$ cat src/hdl/rtcaic_pkg.sv
package rtcaic_pkg;
	// register map
	localparam logic [7:0] ADDR_CAL_LAST = 8'h06;
	localparam logic [7:0] ADDR_ALM1_SEC = 8'h07;
	localparam logic [7:0] ADDR_ALM2_DAY = 8'h0D;
	localparam logic [7:0] ADDR_CONTROL = 8'h0E;
	localparam logic [7:0] ADDR_STATUS = 8'h0F;
	localparam int ALM_REGS = 7;
	// calendar register indices
	localparam logic [2:0] CAL_SEC = 3'h0;
	localparam logic [2:0] CAL_MIN = 3'h1;
	localparam logic [2:0] CAL_HOUR = 3'h2;
	localparam logic [2:0] CAL_WDAY = 3'h3;
	localparam logic [2:0] CAL_DATE = 3'h4;
	localparam logic [2:0] CAL_MONTH = 3'h5;
	// alarm field layout
	localparam int ALM_MASK_BIT = 7;
	localparam int ALM_DAYSEL_BIT = 6;
	// control bits
	localparam int CTL_FREE = 7;
	localparam int CTL_WAIT = 5;
	localparam int CTL_RS_HI = 4;
	localparam int CTL_RS_LO = 3;
	localparam int CTL_ROUTE = 2;
	localparam int CTL_ALARM_TWO_IRQ_ENABLE = 1;
	localparam int CTL_ALARM_ONE_IRQ_ENABLE = 0;
	// status bits
	localparam int STS_OSF = 7;
	localparam int STS_TSA = 2;
	localparam int STS_A2F = 1;
	localparam int STS_A1F = 0;
	// power-on values
	localparam logic CTL_WAIT_RST = 1'h1;
	localparam logic [1:0] CTL_RS_RST = 2'h3;
	localparam logic STS_OSF_RST = 1'h1;
	// rate select codes
	localparam logic [1:0] RS_1HZ = 2'h0;
	localparam logic [1:0] RS_4096HZ = 2'h1;
	localparam logic [1:0] RS_8192HZ = 2'h2;
	// oscillator prescaler, 32768 edges per second
	localparam int PRE_W = 15;
	localparam logic [PRE_W-1:0] PRE_LAST = 15'h7FFF;
	localparam int PRE_BIT_1HZ = 14;
	localparam int PRE_BIT_4096HZ = 2;
	localparam int PRE_BIT_8192HZ = 1;
	// calendar range limits, bcd
	localparam logic [7:0] MAX_SEC = 8'h59;
	localparam logic [7:0] MAX_HOUR24 = 8'h23;
	localparam logic [7:0] MAX_HOUR12 = 8'h12;
	localparam logic [7:0] MAX_WDAY = 8'h07;
	localparam logic [7:0] MAX_DATE = 8'h31;
	localparam logic [7:0] MAX_MONTH = 8'h12;
	localparam logic [7:0] MAX_YEAR = 8'h99;
endpackage : rtcaic_pkg

$ cat src/hdl/rtcaic_top.sv
// Contract
// - alarm compare values held in 07h-0Dh
// - bit 7 masks each alarm field
// - bit 6 selects weekday or month-day compare
// - satisfied alarm sets its status flag
// - compare only on once-per-second update
// - alarm one masks pick its rate
// - alarm two masks pick rate, seconds zero
// - control bit 7 is free user bit
// - wait flag set at reset, calendar write
// - wait halts clock; clearing restarts counting
// - rate select picks square wave frequency
// - rate select resets to highest frequency
// - routing bit picks wave or alarm pin
// - routing bit resets to square wave
// - enables gate flags onto pins, reset to zero
// - alarm two drives dedicated pin when unrouted
// - oscillator halt flag sticks until cleared
// - bad time write flags, blocks shared pin
// - alarm flags clear by zero write only
`timescale 1ns/1ps
`default_nettype none
module rtcaic_top import rtcaic_pkg::*; (
	input wire logic ref_clk_in,
	input wire logic sys_rst_in,
	input wire logic osc_clk_in,
	input wire logic osc_stopped_in,
	input wire logic [7:0] reg_addr_in,
	input wire logic [7:0] reg_wdata_in,
	input wire logic reg_wr_in,
	input wire logic reg_rd_in,
	input wire logic [7:0] time_sec_in,
	input wire logic [7:0] time_min_in,
	input wire logic [7:0] time_hour_in,
	input wire logic [7:0] time_wday_in,
	input wire logic [7:0] time_date_in,
	output logic [7:0] reg_rdata_out,
	output logic second_tick_out,
	output logic calendar_halt_out,
	output logic calendar_clear_out,
	output logic wave_or_irq_pin_out,
	output logic alarm_irq_pin_n_out
);

////////////////////////////////////////////////////////////////////////
	// field compare with mask
	function automatic logic field_hit(input logic [7:0] alm,
		input logic [7:0] tv);
		return alm[ALM_MASK_BIT] | (alm[6:0] == tv[6:0]);
	endfunction : field_hit

	// day field compare, weekday or month day
	function automatic logic day_hit(input logic [7:0] alm,
		input logic [7:0] wd, input logic [7:0] dt);
		logic [5:0] sel;
		sel = alm[ALM_DAYSEL_BIT] ? wd[5:0] : dt[5:0];
		return alm[ALM_MASK_BIT] | (alm[5:0] == sel);
	endfunction : day_hit

	// bcd value within limits
	function automatic logic bcd_in(input logic [7:0] v,
		input logic [7:0] lo, input logic [7:0] hi);
		return (v[3:0] <= 4'h9) && (v[7:4] <= 4'h9) && (v >= lo) && (v <= hi);
	endfunction : bcd_in

	// range check of a calendar write
	function automatic logic cal_ok(input logic [2:0] idx,
		input logic [7:0] v);
		case (idx)
			CAL_SEC, CAL_MIN: cal_ok = bcd_in(v, 8'h00, MAX_SEC);
			CAL_HOUR: cal_ok = v[6] ? (!v[7] && bcd_in({3'h0, v[4:0]}, 8'h01, MAX_HOUR12))
				: bcd_in(v, 8'h00, MAX_HOUR24);
			CAL_WDAY: cal_ok = bcd_in(v, 8'h01, MAX_WDAY);
			CAL_DATE: cal_ok = bcd_in(v, 8'h01, MAX_DATE);
			CAL_MONTH: cal_ok = !v[6] && !v[5] && bcd_in({3'h0, v[4:0]}, 8'h01, MAX_MONTH);
			default: cal_ok = bcd_in(v, 8'h00, MAX_YEAR);
		endcase
	endfunction : cal_ok

////////////////////////////////////////////////////////////////////////
	logic osc_s1_reg, osc_s2_reg, osc_prev_reg;
	logic stop_s1_reg, stop_s2_reg;
	logic [PRE_W-1:0] pre_reg;
	logic tick_d_reg;
	logic [7:0] alm_reg [ALM_REGS];
	logic free_reg, wait_reg, route_reg, alarm_two_irq_enable_reg, alarm_one_irq_enable_reg;
	logic [1:0] rs_reg;
	logic osf_reg, tsa_reg, a2f_reg, a1f_reg;
	logic osc_rise, wr_cal, wr_ctl, wr_sts, wr_alm;
	logic a1_hit, a2_hit, a1_set, a2_set, sq_wave, shared_irq;
	logic [7:0] alm_idx;

	// decoded register writes
	assign wr_cal = reg_wr_in && (reg_addr_in <= ADDR_CAL_LAST);
	assign wr_ctl = reg_wr_in && (reg_addr_in == ADDR_CONTROL);
	assign wr_sts = reg_wr_in && (reg_addr_in == ADDR_STATUS);
	assign wr_alm = reg_wr_in && (reg_addr_in >= ADDR_ALM1_SEC)
		&& (reg_addr_in <= ADDR_ALM2_DAY);
	assign alm_idx = reg_addr_in - ADDR_ALM1_SEC;
	assign osc_rise = osc_s2_reg && !osc_prev_reg;

////////////////////////////////////////////////////////////////////////
	// oscillator and stop detector synchronisers
	always_ff @(posedge ref_clk_in) begin
		if (sys_rst_in) begin
			osc_s1_reg <= 1'b0;
			osc_s2_reg <= 1'b0;
			osc_prev_reg <= 1'b0;
			stop_s1_reg <= 1'b0;
			stop_s2_reg <= 1'b0;
		end else begin
			osc_s1_reg <= osc_clk_in;
			osc_s2_reg <= osc_s1_reg;
			osc_prev_reg <= osc_s2_reg;
			stop_s1_reg <= osc_stopped_in;
			stop_s2_reg <= stop_s1_reg;
		end
	end

	// prescaler, restarted when the clock is released
	always_ff @(posedge ref_clk_in) begin
		if (sys_rst_in) begin
			pre_reg <= '0;
		end else if (wr_ctl && !reg_wdata_in[CTL_WAIT] && wait_reg) begin
			pre_reg <= '0;
		end else if (osc_rise) begin
			pre_reg <= pre_reg + 1'b1;
		end
	end

	// second tick suppressed while waiting; compare a cycle later
	always_ff @(posedge ref_clk_in) begin
		if (sys_rst_in) begin
			second_tick_out <= 1'b0;
			tick_d_reg <= 1'b0;
			calendar_clear_out <= 1'b0;
		end else begin
			second_tick_out <= osc_rise && (pre_reg == PRE_LAST) && !wait_reg;
			tick_d_reg <= second_tick_out;
			calendar_clear_out <= wr_ctl && !reg_wdata_in[CTL_WAIT] && wait_reg;
		end
	end

	assign calendar_halt_out = wait_reg;

////////////////////////////////////////////////////////////////////////
	// alarm compare storage
	genvar gi;
	generate
		for (gi = 0; gi < ALM_REGS; gi++) begin : g_alm
			always_ff @(posedge ref_clk_in) begin
				if (sys_rst_in) begin
					alm_reg[gi] <= 8'h00;
				end else if (wr_alm && (alm_idx == 8'(gi))) begin
					alm_reg[gi] <= reg_wdata_in;
				end
			end
		end
	endgenerate

	// alarm matches; masks pick the rate
	assign a1_hit = field_hit(alm_reg[0], time_sec_in)
		&& field_hit(alm_reg[1], time_min_in)
		&& field_hit(alm_reg[2], time_hour_in)
		&& day_hit(alm_reg[3], time_wday_in, time_date_in);
	assign a2_hit = (time_sec_in[6:0] == 7'h00)
		&& field_hit(alm_reg[4], time_min_in)
		&& field_hit(alm_reg[5], time_hour_in)
		&& day_hit(alm_reg[6], time_wday_in, time_date_in);
	assign a1_set = tick_d_reg && a1_hit;
	assign a2_set = tick_d_reg && a2_hit;

////////////////////////////////////////////////////////////////////////
	// control register
	always_ff @(posedge ref_clk_in) begin
		if (sys_rst_in) begin
			free_reg <= 1'b0;
			wait_reg <= CTL_WAIT_RST;
			rs_reg <= CTL_RS_RST;
			route_reg <= 1'b0;
			alarm_two_irq_enable_reg <= 1'b0;
			alarm_one_irq_enable_reg <= 1'b0;
		end else if (wr_ctl) begin
			free_reg <= reg_wdata_in[CTL_FREE];
			wait_reg <= reg_wdata_in[CTL_WAIT];
			rs_reg <= reg_wdata_in[CTL_RS_HI:CTL_RS_LO];
			route_reg <= reg_wdata_in[CTL_ROUTE];
			alarm_two_irq_enable_reg <= reg_wdata_in[CTL_ALARM_TWO_IRQ_ENABLE];
			alarm_one_irq_enable_reg <= reg_wdata_in[CTL_ALARM_ONE_IRQ_ENABLE];
		end else if (wr_cal) begin
			wait_reg <= 1'b1;
		end
	end

	// status flags: hardware set wins over software clear
	always_ff @(posedge ref_clk_in) begin
		if (sys_rst_in) begin
			osf_reg <= STS_OSF_RST;
			tsa_reg <= 1'b0;
			a2f_reg <= 1'b0;
			a1f_reg <= 1'b0;
		end else begin
			if (stop_s2_reg) begin
				osf_reg <= 1'b1;
			end else if (wr_sts && !reg_wdata_in[STS_OSF]) begin
				osf_reg <= 1'b0;
			end
			if (wr_cal && !cal_ok(reg_addr_in[2:0], reg_wdata_in)) begin
				tsa_reg <= 1'b1;
			end else if (wr_sts && !reg_wdata_in[STS_TSA]) begin
				tsa_reg <= 1'b0;
			end
			if (a2_set) begin
				a2f_reg <= 1'b1;
			end else if (wr_sts && !reg_wdata_in[STS_A2F]) begin
				a2f_reg <= 1'b0;
			end
			if (a1_set) begin
				a1f_reg <= 1'b1;
			end else if (wr_sts && !reg_wdata_in[STS_A1F]) begin
				a1f_reg <= 1'b0;
			end
		end
	end

	// register read port
	always_ff @(posedge ref_clk_in) begin
		if (sys_rst_in) begin
			reg_rdata_out <= 8'h00;
		end else if (reg_rd_in) begin
			if (reg_addr_in == ADDR_CONTROL) begin
				reg_rdata_out <= {free_reg, 1'b0, wait_reg, rs_reg, route_reg,
					alarm_two_irq_enable_reg, alarm_one_irq_enable_reg};
			end else if (reg_addr_in == ADDR_STATUS) begin
				reg_rdata_out <= {osf_reg, 4'h0, tsa_reg, a2f_reg, a1f_reg};
			end else if ((reg_addr_in >= ADDR_ALM1_SEC)
				&& (reg_addr_in <= ADDR_ALM2_DAY)) begin
				reg_rdata_out <= alm_reg[alm_idx[2:0]];
			end else begin
				reg_rdata_out <= 8'h00;
			end
		end
	end

////////////////////////////////////////////////////////////////////////
	// square wave source
	always_comb begin
		case (rs_reg)
			RS_1HZ: sq_wave = pre_reg[PRE_BIT_1HZ];
			RS_4096HZ: sq_wave = pre_reg[PRE_BIT_4096HZ];
			RS_8192HZ: sq_wave = pre_reg[PRE_BIT_8192HZ];
			default: sq_wave = osc_s2_reg;
		endcase
	end

	// shared alarm level, blocked while a bad time write is pending
	assign shared_irq = ((a1f_reg && alarm_one_irq_enable_reg) || (a2f_reg && alarm_two_irq_enable_reg))
		&& !tsa_reg;

	// output pins, active low alarm levels
	always_ff @(posedge ref_clk_in) begin
		if (sys_rst_in) begin
			wave_or_irq_pin_out <= 1'b1;
			alarm_irq_pin_n_out <= 1'b1;
		end else begin
			wave_or_irq_pin_out <= route_reg ? !shared_irq : sq_wave;
			alarm_irq_pin_n_out <= !(!route_reg && a2f_reg && alarm_two_irq_enable_reg);
		end
	end
endmodule : rtcaic_top
`default_nettype wire

$ cat config.mk
export PLATFORM = sky130hd
export DESIGN_NAME = rtcaic_top
export DESIGN_NICKNAME = d
export VERILOG_FILES = /design/src/hdl/rtcaic_pkg.sv /design/src/hdl/rtcaic_top.sv
export SDC_FILE = /design/constraint.sdc
export NUM_CORES = 1
export LEC_CHECK = 0
export ABC_CLOCK_PERIOD_IN_PS = 4580
export BUFFER_PORTS_ARGS = -buffer_cell sky130_fd_sc_hd__buf_2
export CORE_MARGIN = 2
export CORE_UTILIZATION = 33
export CTS_CLUSTER_DIAMETER = 150
export CTS_CLUSTER_SIZE = 28
export DETAILED_ROUTE_END_ITERATION = 6
export HOLD_SLACK_MARGIN = 0.03
export PLACE_DENSITY_LB_ADDON = 0.15
export SKIP_LAST_GASP = 1
export SYNTH_ARGS = -nofsm -noshare
export SYNTH_HDL_FRONTEND = slang
export SYNTH_SLANG_ARGS = --single-unit
$ cat constraint.sdc
create_clock -name ref_clk_in -period 4.58 [get_ports ref_clk_in]
set_clock_uncertainty 0.2 [all_clocks]
set_input_delay 0.458 -clock ref_clk_in [delete_from_list [all_inputs] [get_ports ref_clk_in]]
set_output_delay 0.458 -clock ref_clk_in [all_outputs]
set_load 0.005 [all_outputs]
# Word level (Yosys, flattened, before mapping)
# Memory sizes are Yosys's and may differ from the RTL's.
# Cells that the tools add are included.
# totals
register_bits	44
ram_bits	56
input_bits	62
out_inout_bits	13
wordCells	198
mem_count	1
# op_classes
addsub	2
order_cmp	14
n_eq_ne	23
mux	48
bitwise_logic	14
n_reduce_logical	74
# memory_table
name	depth	width	read_ports	rd_ports_with_merged_regs	write_ports	line_no	rtl
alm_reg	7	8	8	0	7	rtcaic_top.sv:85	logic [7:0] alm_reg [ALM_REGS];
# op_table
operator	count
$mux 8	10
$logic_and 1x1->1	49
$eq 7x7->1	5
$mux 1	34
$eq 8x3->1 const B	3
$eq 8x2->1 const B	2
$eq 8x4->1 const B	2
$ge 8x1->1 const B	2
$le 8x3->1 const B	2
$le 8x6->1 const B	2
$add 15x1->15 const B	1
$eq 15x15->1 const B	1
$or 1x1->1	14
$logic_not 1->1	13
$eq 6x6->1	2
$mux 6	2
$eq 8x1->1 const B	1
$ge 8x3->1 const B	1
$le 4x4->1 const B	2
$le 8x4->1 const B	1
$le 8x7->1 const B	1
$le 8x8->1 const B	1
$logic_not 8->1	1
$reduce_bool 2->1	4
other kinds (15)	19

# Longest topological paths before layout
# logic_depth
word_depth	10
depth_mapped	11
mapped_depth_nobuf	7

# Worst setup path before layout
# OpenSTA, ideal clock, no wires.
# synth_timing
path_type	in2reg
start	input reg_addr_in[0]
end	register reg_rdata_out[5]
setup_time_ns	0.142
t_arrival_ns	2.335
required_ns	4.238
slack_ns	1.903
cell_stages	9
n_path_buf	3
path_cell_list	buf_4 buf_6 inv_1 ha_1 clkbuf_1 mux4_2 mux2_2 nand2_1 a311oi_1
# synth_via
elab_chain_cells	5
word_cells_on_any_way	10
cone_classes	1 x add/sub; 2 x order compare; 2 x eq/ne; 3 x mux; 1 x reduce/logical; 1 x memory
# synth_rtl
item	line_no	rtl
start: declaration	rtcaic_top.sv:28	input wire logic [7:0] reg_addr_in,
$sub 8x3->8, or another cell as far along	rtcaic_top.sv:99	assign alm_idx = reg_addr_in - ADDR_ALM1_SEC;
$mem_v2 7x8 or $logic_and 1x1->1 (tied branches)	-	
$mux 8	rtcaic_top.sv:236	end else if ((reg_addr_in >= ADDR_ALM1_SEC)
$mux 8	rtcaic_top.sv:234	end else if (reg_addr_in == ADDR_STATUS) begin
$mux 8 *	rtcaic_top.sv:231	if (reg_addr_in == ADDR_CONTROL) begin
end signal: assignment	rtcaic_top.sv:232	reg_rdata_out <= {free_reg, 1'b0, wait_reg, rs_reg, route_reg,
end signal: assignment	rtcaic_top.sv:235	reg_rdata_out <= {osf_reg, 4'h0, tsa_reg, a2f_reg, a1f_reg};
end signal: assignment	rtcaic_top.sv:238	reg_rdata_out <= alm_reg[alm_idx[2:0]];
end: declaration	rtcaic_top.sv:37	output logic [7:0] reg_rdata_out,
# Every way passes the cells marked *; elsewhere a longest branch is shown, timed or not.
# A chain may end at the register's enable or synchronous reset.

# Worst setup path in the final report
# layout_timing
start	input reg_addr_in[0]
end	register reg_rdata_out[1]
# Same word-level chain as after synthesis.

==> out/summary.txt <==
run status: complete, no violations
P_leak: 2.482 nW
CP delay by family, top: XOR/XNOR gates
global route overflow: 0
Die Wd: 133.3 µm
DR top layer: met4
CTS H-Tree Depth: 3
CP Depth: 6
Reg clk slew, reported paths: 0.07 ns
Max Slew Vio Count: 0
worst slack, placed: 1.138 ns
Worst IR Drop VDD: 0.0002149 V
placed cell areas: 5979 µm²
Critical Path Max Stage Delay: 0.62 ns
Final WS setup: 1.526 ns
Crit Path Class: input port to flop
Yosys warning count: 0
Slew HR: 52.00%
drt initial violations: 337
drt drc: 0
Critical Path Source: reg_addr_in[0]
# diodes: 0
reg2reg setup slack: 2.25 ns
Async S/R FF share, synth: 0%
PwrDens: 316.8 nW/µm²
clk buf depth: 2
CTS Hold Bufs: 0
CTS tree: done
die area: 17770 µm²
Fillers: 1669
Final setup viols: 0
cells after synthesis: 520
routed vias/inst: 5.174
buffer and inverter count on the worst path: 1
fin crit share: 66.68%
DR WL met2: 6.982 mm
commonest non-fill, non-tap cell in the layout: buf_2
FF-to-FF End: a1f_reg
Clock Latency Late Sink: 0.35 ns
number of flops mapped to enable cells by yosys: 56
cell breakdown of the critical path: buf_2 -> ha_1 -> xor2_2 -> mux4_2 -> a22oi_1 -> a211oi_1
1st-pass router iterations: 4
Net Count, Synth: 589
Tmin final: 3.054 ns
setup TNS: 0 ns
GRT Total Usage: 17.75%
Reg2Reg Depth: 5
first-pass GRT wire length: 23.71 mm
critical path's slowest cell: xor2_2
Resize count post-CTS: 0
clk sinks: 100
prevailing post-synth register cell: edfxtp_1
FMAX: 327.4 MHz
Die Ht: 133.3 µm
largest net degree at the start of global routing: 33
row cnt: 47
core area: 16470 µm²
Final Hold Vio Count: 0
share of cells above drive strength 1: 19.05%
wire length on met1: 7.056 mm
Maximum Capacitance Violations: 0
met3 wire length: 1.070 mm
placed cells: 773
dpl hpwl: 11.49 mm
number of global-route vias before repair: 4112
critical path peak fanout: 24
Synth Register Bits: 100
Slew @ Worst Pin: 0.7194 ns
nets@finish: 633
Routed WL per cell: 19.65 µm
final RePlAce weighted congestion: 0.8381
CP Capture Point: reg_rdata_out[1]
I/O pins: 75
final wirelength: 15.46 mm
Clock Root Buffer: clkbuf_16
starting density of the core: 33.51%
Critical Path Sink Type: flop
post-synthesis sequential area ratio: 46.44%
Syn Area/Cell: 10.61 µm²
synthesized area: 5518 µm²
Hold Path Class: input port to flop
design area: 6250 µm²
max reg flops: 56
Area Overhead vs Synth: 13.27%
Detail Route Antenna Nets: 0
Synth cell types: 63
Worst EP arrival: 3.07 ns
routed via count: 4072
most frequent cells in the layout: 67 x buf_2, 61 x and3_1, 56 x edfxtp_1
Worst setup SP type: input port
RSZ-0062 raised after global routing: no
postcts setup bufs: 0
initial antenna violation count: 0
final std cells w/o fill: 787
TritonCTS buffer count: 9
r2r startpoint: alm_reg[3][6]
Hold WS: 0.1209 ns
Req. time, crit path: 4.60 ns
Port Buf Inserts: 67
worst min path at each step:
stage	from	to	cells after the start
after floorplan	stop_s2_reg	osf_reg	2
after global placement	stop_s2_reg	osf_reg	2
after detailed placement	stop_s2_reg	osf_reg	2
after CTS	osc_clk_in	osc_s1_reg	2
after global routing	osc_clk_in	osc_s1_reg	2
final	osc_clk_in	osc_s1_reg	2
cell families (layout without fill, tap and decap cells):
group           Yosys count  in the layout  share of synthesized area [%]
compound gates           62             62                          7.960
simple gates            205            205                          20.36
mux                      42             42                          9.955
fa+ha+maj                 8              8                          1.769
buf+inv                  40             87                          3.379
xor+xnor                 63             63                          10.14
flops                   100            100                          46.44
per-layer routing:
| layer | track usage [%] | up-vias |
|---|---|---|
| met4 | 6.265 | 0 |
| met1 | 24.72 | 1932 |
| met2 | 27.23 | 128 |
| met3 | 3.995 | 30 |
| li1 | - | 1982 |
| met5 | 0 | - |
synth_stat cells (all sizes together) (2+ instances only):
library cell / number / share of area (%)
nor3b: 2 / 0.36
a31oi: 2 / 0.23
inv: 2 / 0.14
nand4: 7 / 0.79
a2111oi: 3 / 0.70
and4: 2 / 0.32
o221ai: 2 / 0.32
nor2b: 13 / 1.5
o21ai: 15 / 1.4
o221a: 2 / 0.41
nand2b: 3 / 0.34
mux2i: 20 / 3.6
mux2: 13 / 2.7
buf: 14 / 1.6
a21oi: 11 / 1.1
o21bai: 2 / 0.34
nor3: 9 / 0.91
nor2: 37 / 2.5
and3: 61 / 6.9
ha: 7 / 1.6
nand3b: 5 / 0.68
edfxtp: 56 / 30
or2: 2 / 0.23
xor2: 29 / 4.7
clkbuf: 24 / 1.6
dfxtp: 44 / 16
xnor2: 34 / 5.4
nand2: 40 / 2.8
a21o: 7 / 0.95
a311oi: 3 / 0.48
nand3: 9 / 0.82
a211oi: 4 / 0.54
a22oi: 4 / 0.54
mux4: 9 / 3.7
nor4: 8 / 1.2
final cells by class:
cell class / count / area (µm²) / share of cell area, %
inverter: 2 / 7.507 / 0.1201
sequential: 100 / 2562 / 41.00
timing repair buffer: 71 / 365.4 / 5.846
clock buffer: 9 / 225.2 / 3.604
tap: 220 / 275.3 / 4.404
multi-input combinational: 380 / 2769 / 44.30
clock inverter: 5 / 45.04 / 0.7207
metrics by stage:
stage               utilization, %  total power [W]
floorplan                        -         0.001176
global placement             36.31         0.001270
detailed placement           36.31         0.001274
CTS                          37.96         0.001996
global route                 37.96         0.002054
finish                       37.96         0.001980
worst reg2reg max path: stages, from the launching register on:
cell and delay, ns:
edfxtp_1 0.61, mux2i_1 0.33, xnor2_1 0.09, nor4_1 0.32
a31oi_1 0.18, o41ai_1 0.47
where the power goes:
part | total, W | leakage (nW) | switching [W] | internal [W]
logic | 0.000240 | 1.46 | 0.000135 | 0.000105
clock network | 0.000728 | 0.131 | 0.000318 | 0.000410
registers | 0.00101 | 0.889 | 0.0000328 | 0.000979
No activity file was read; power rests on OpenSTA's default activity.
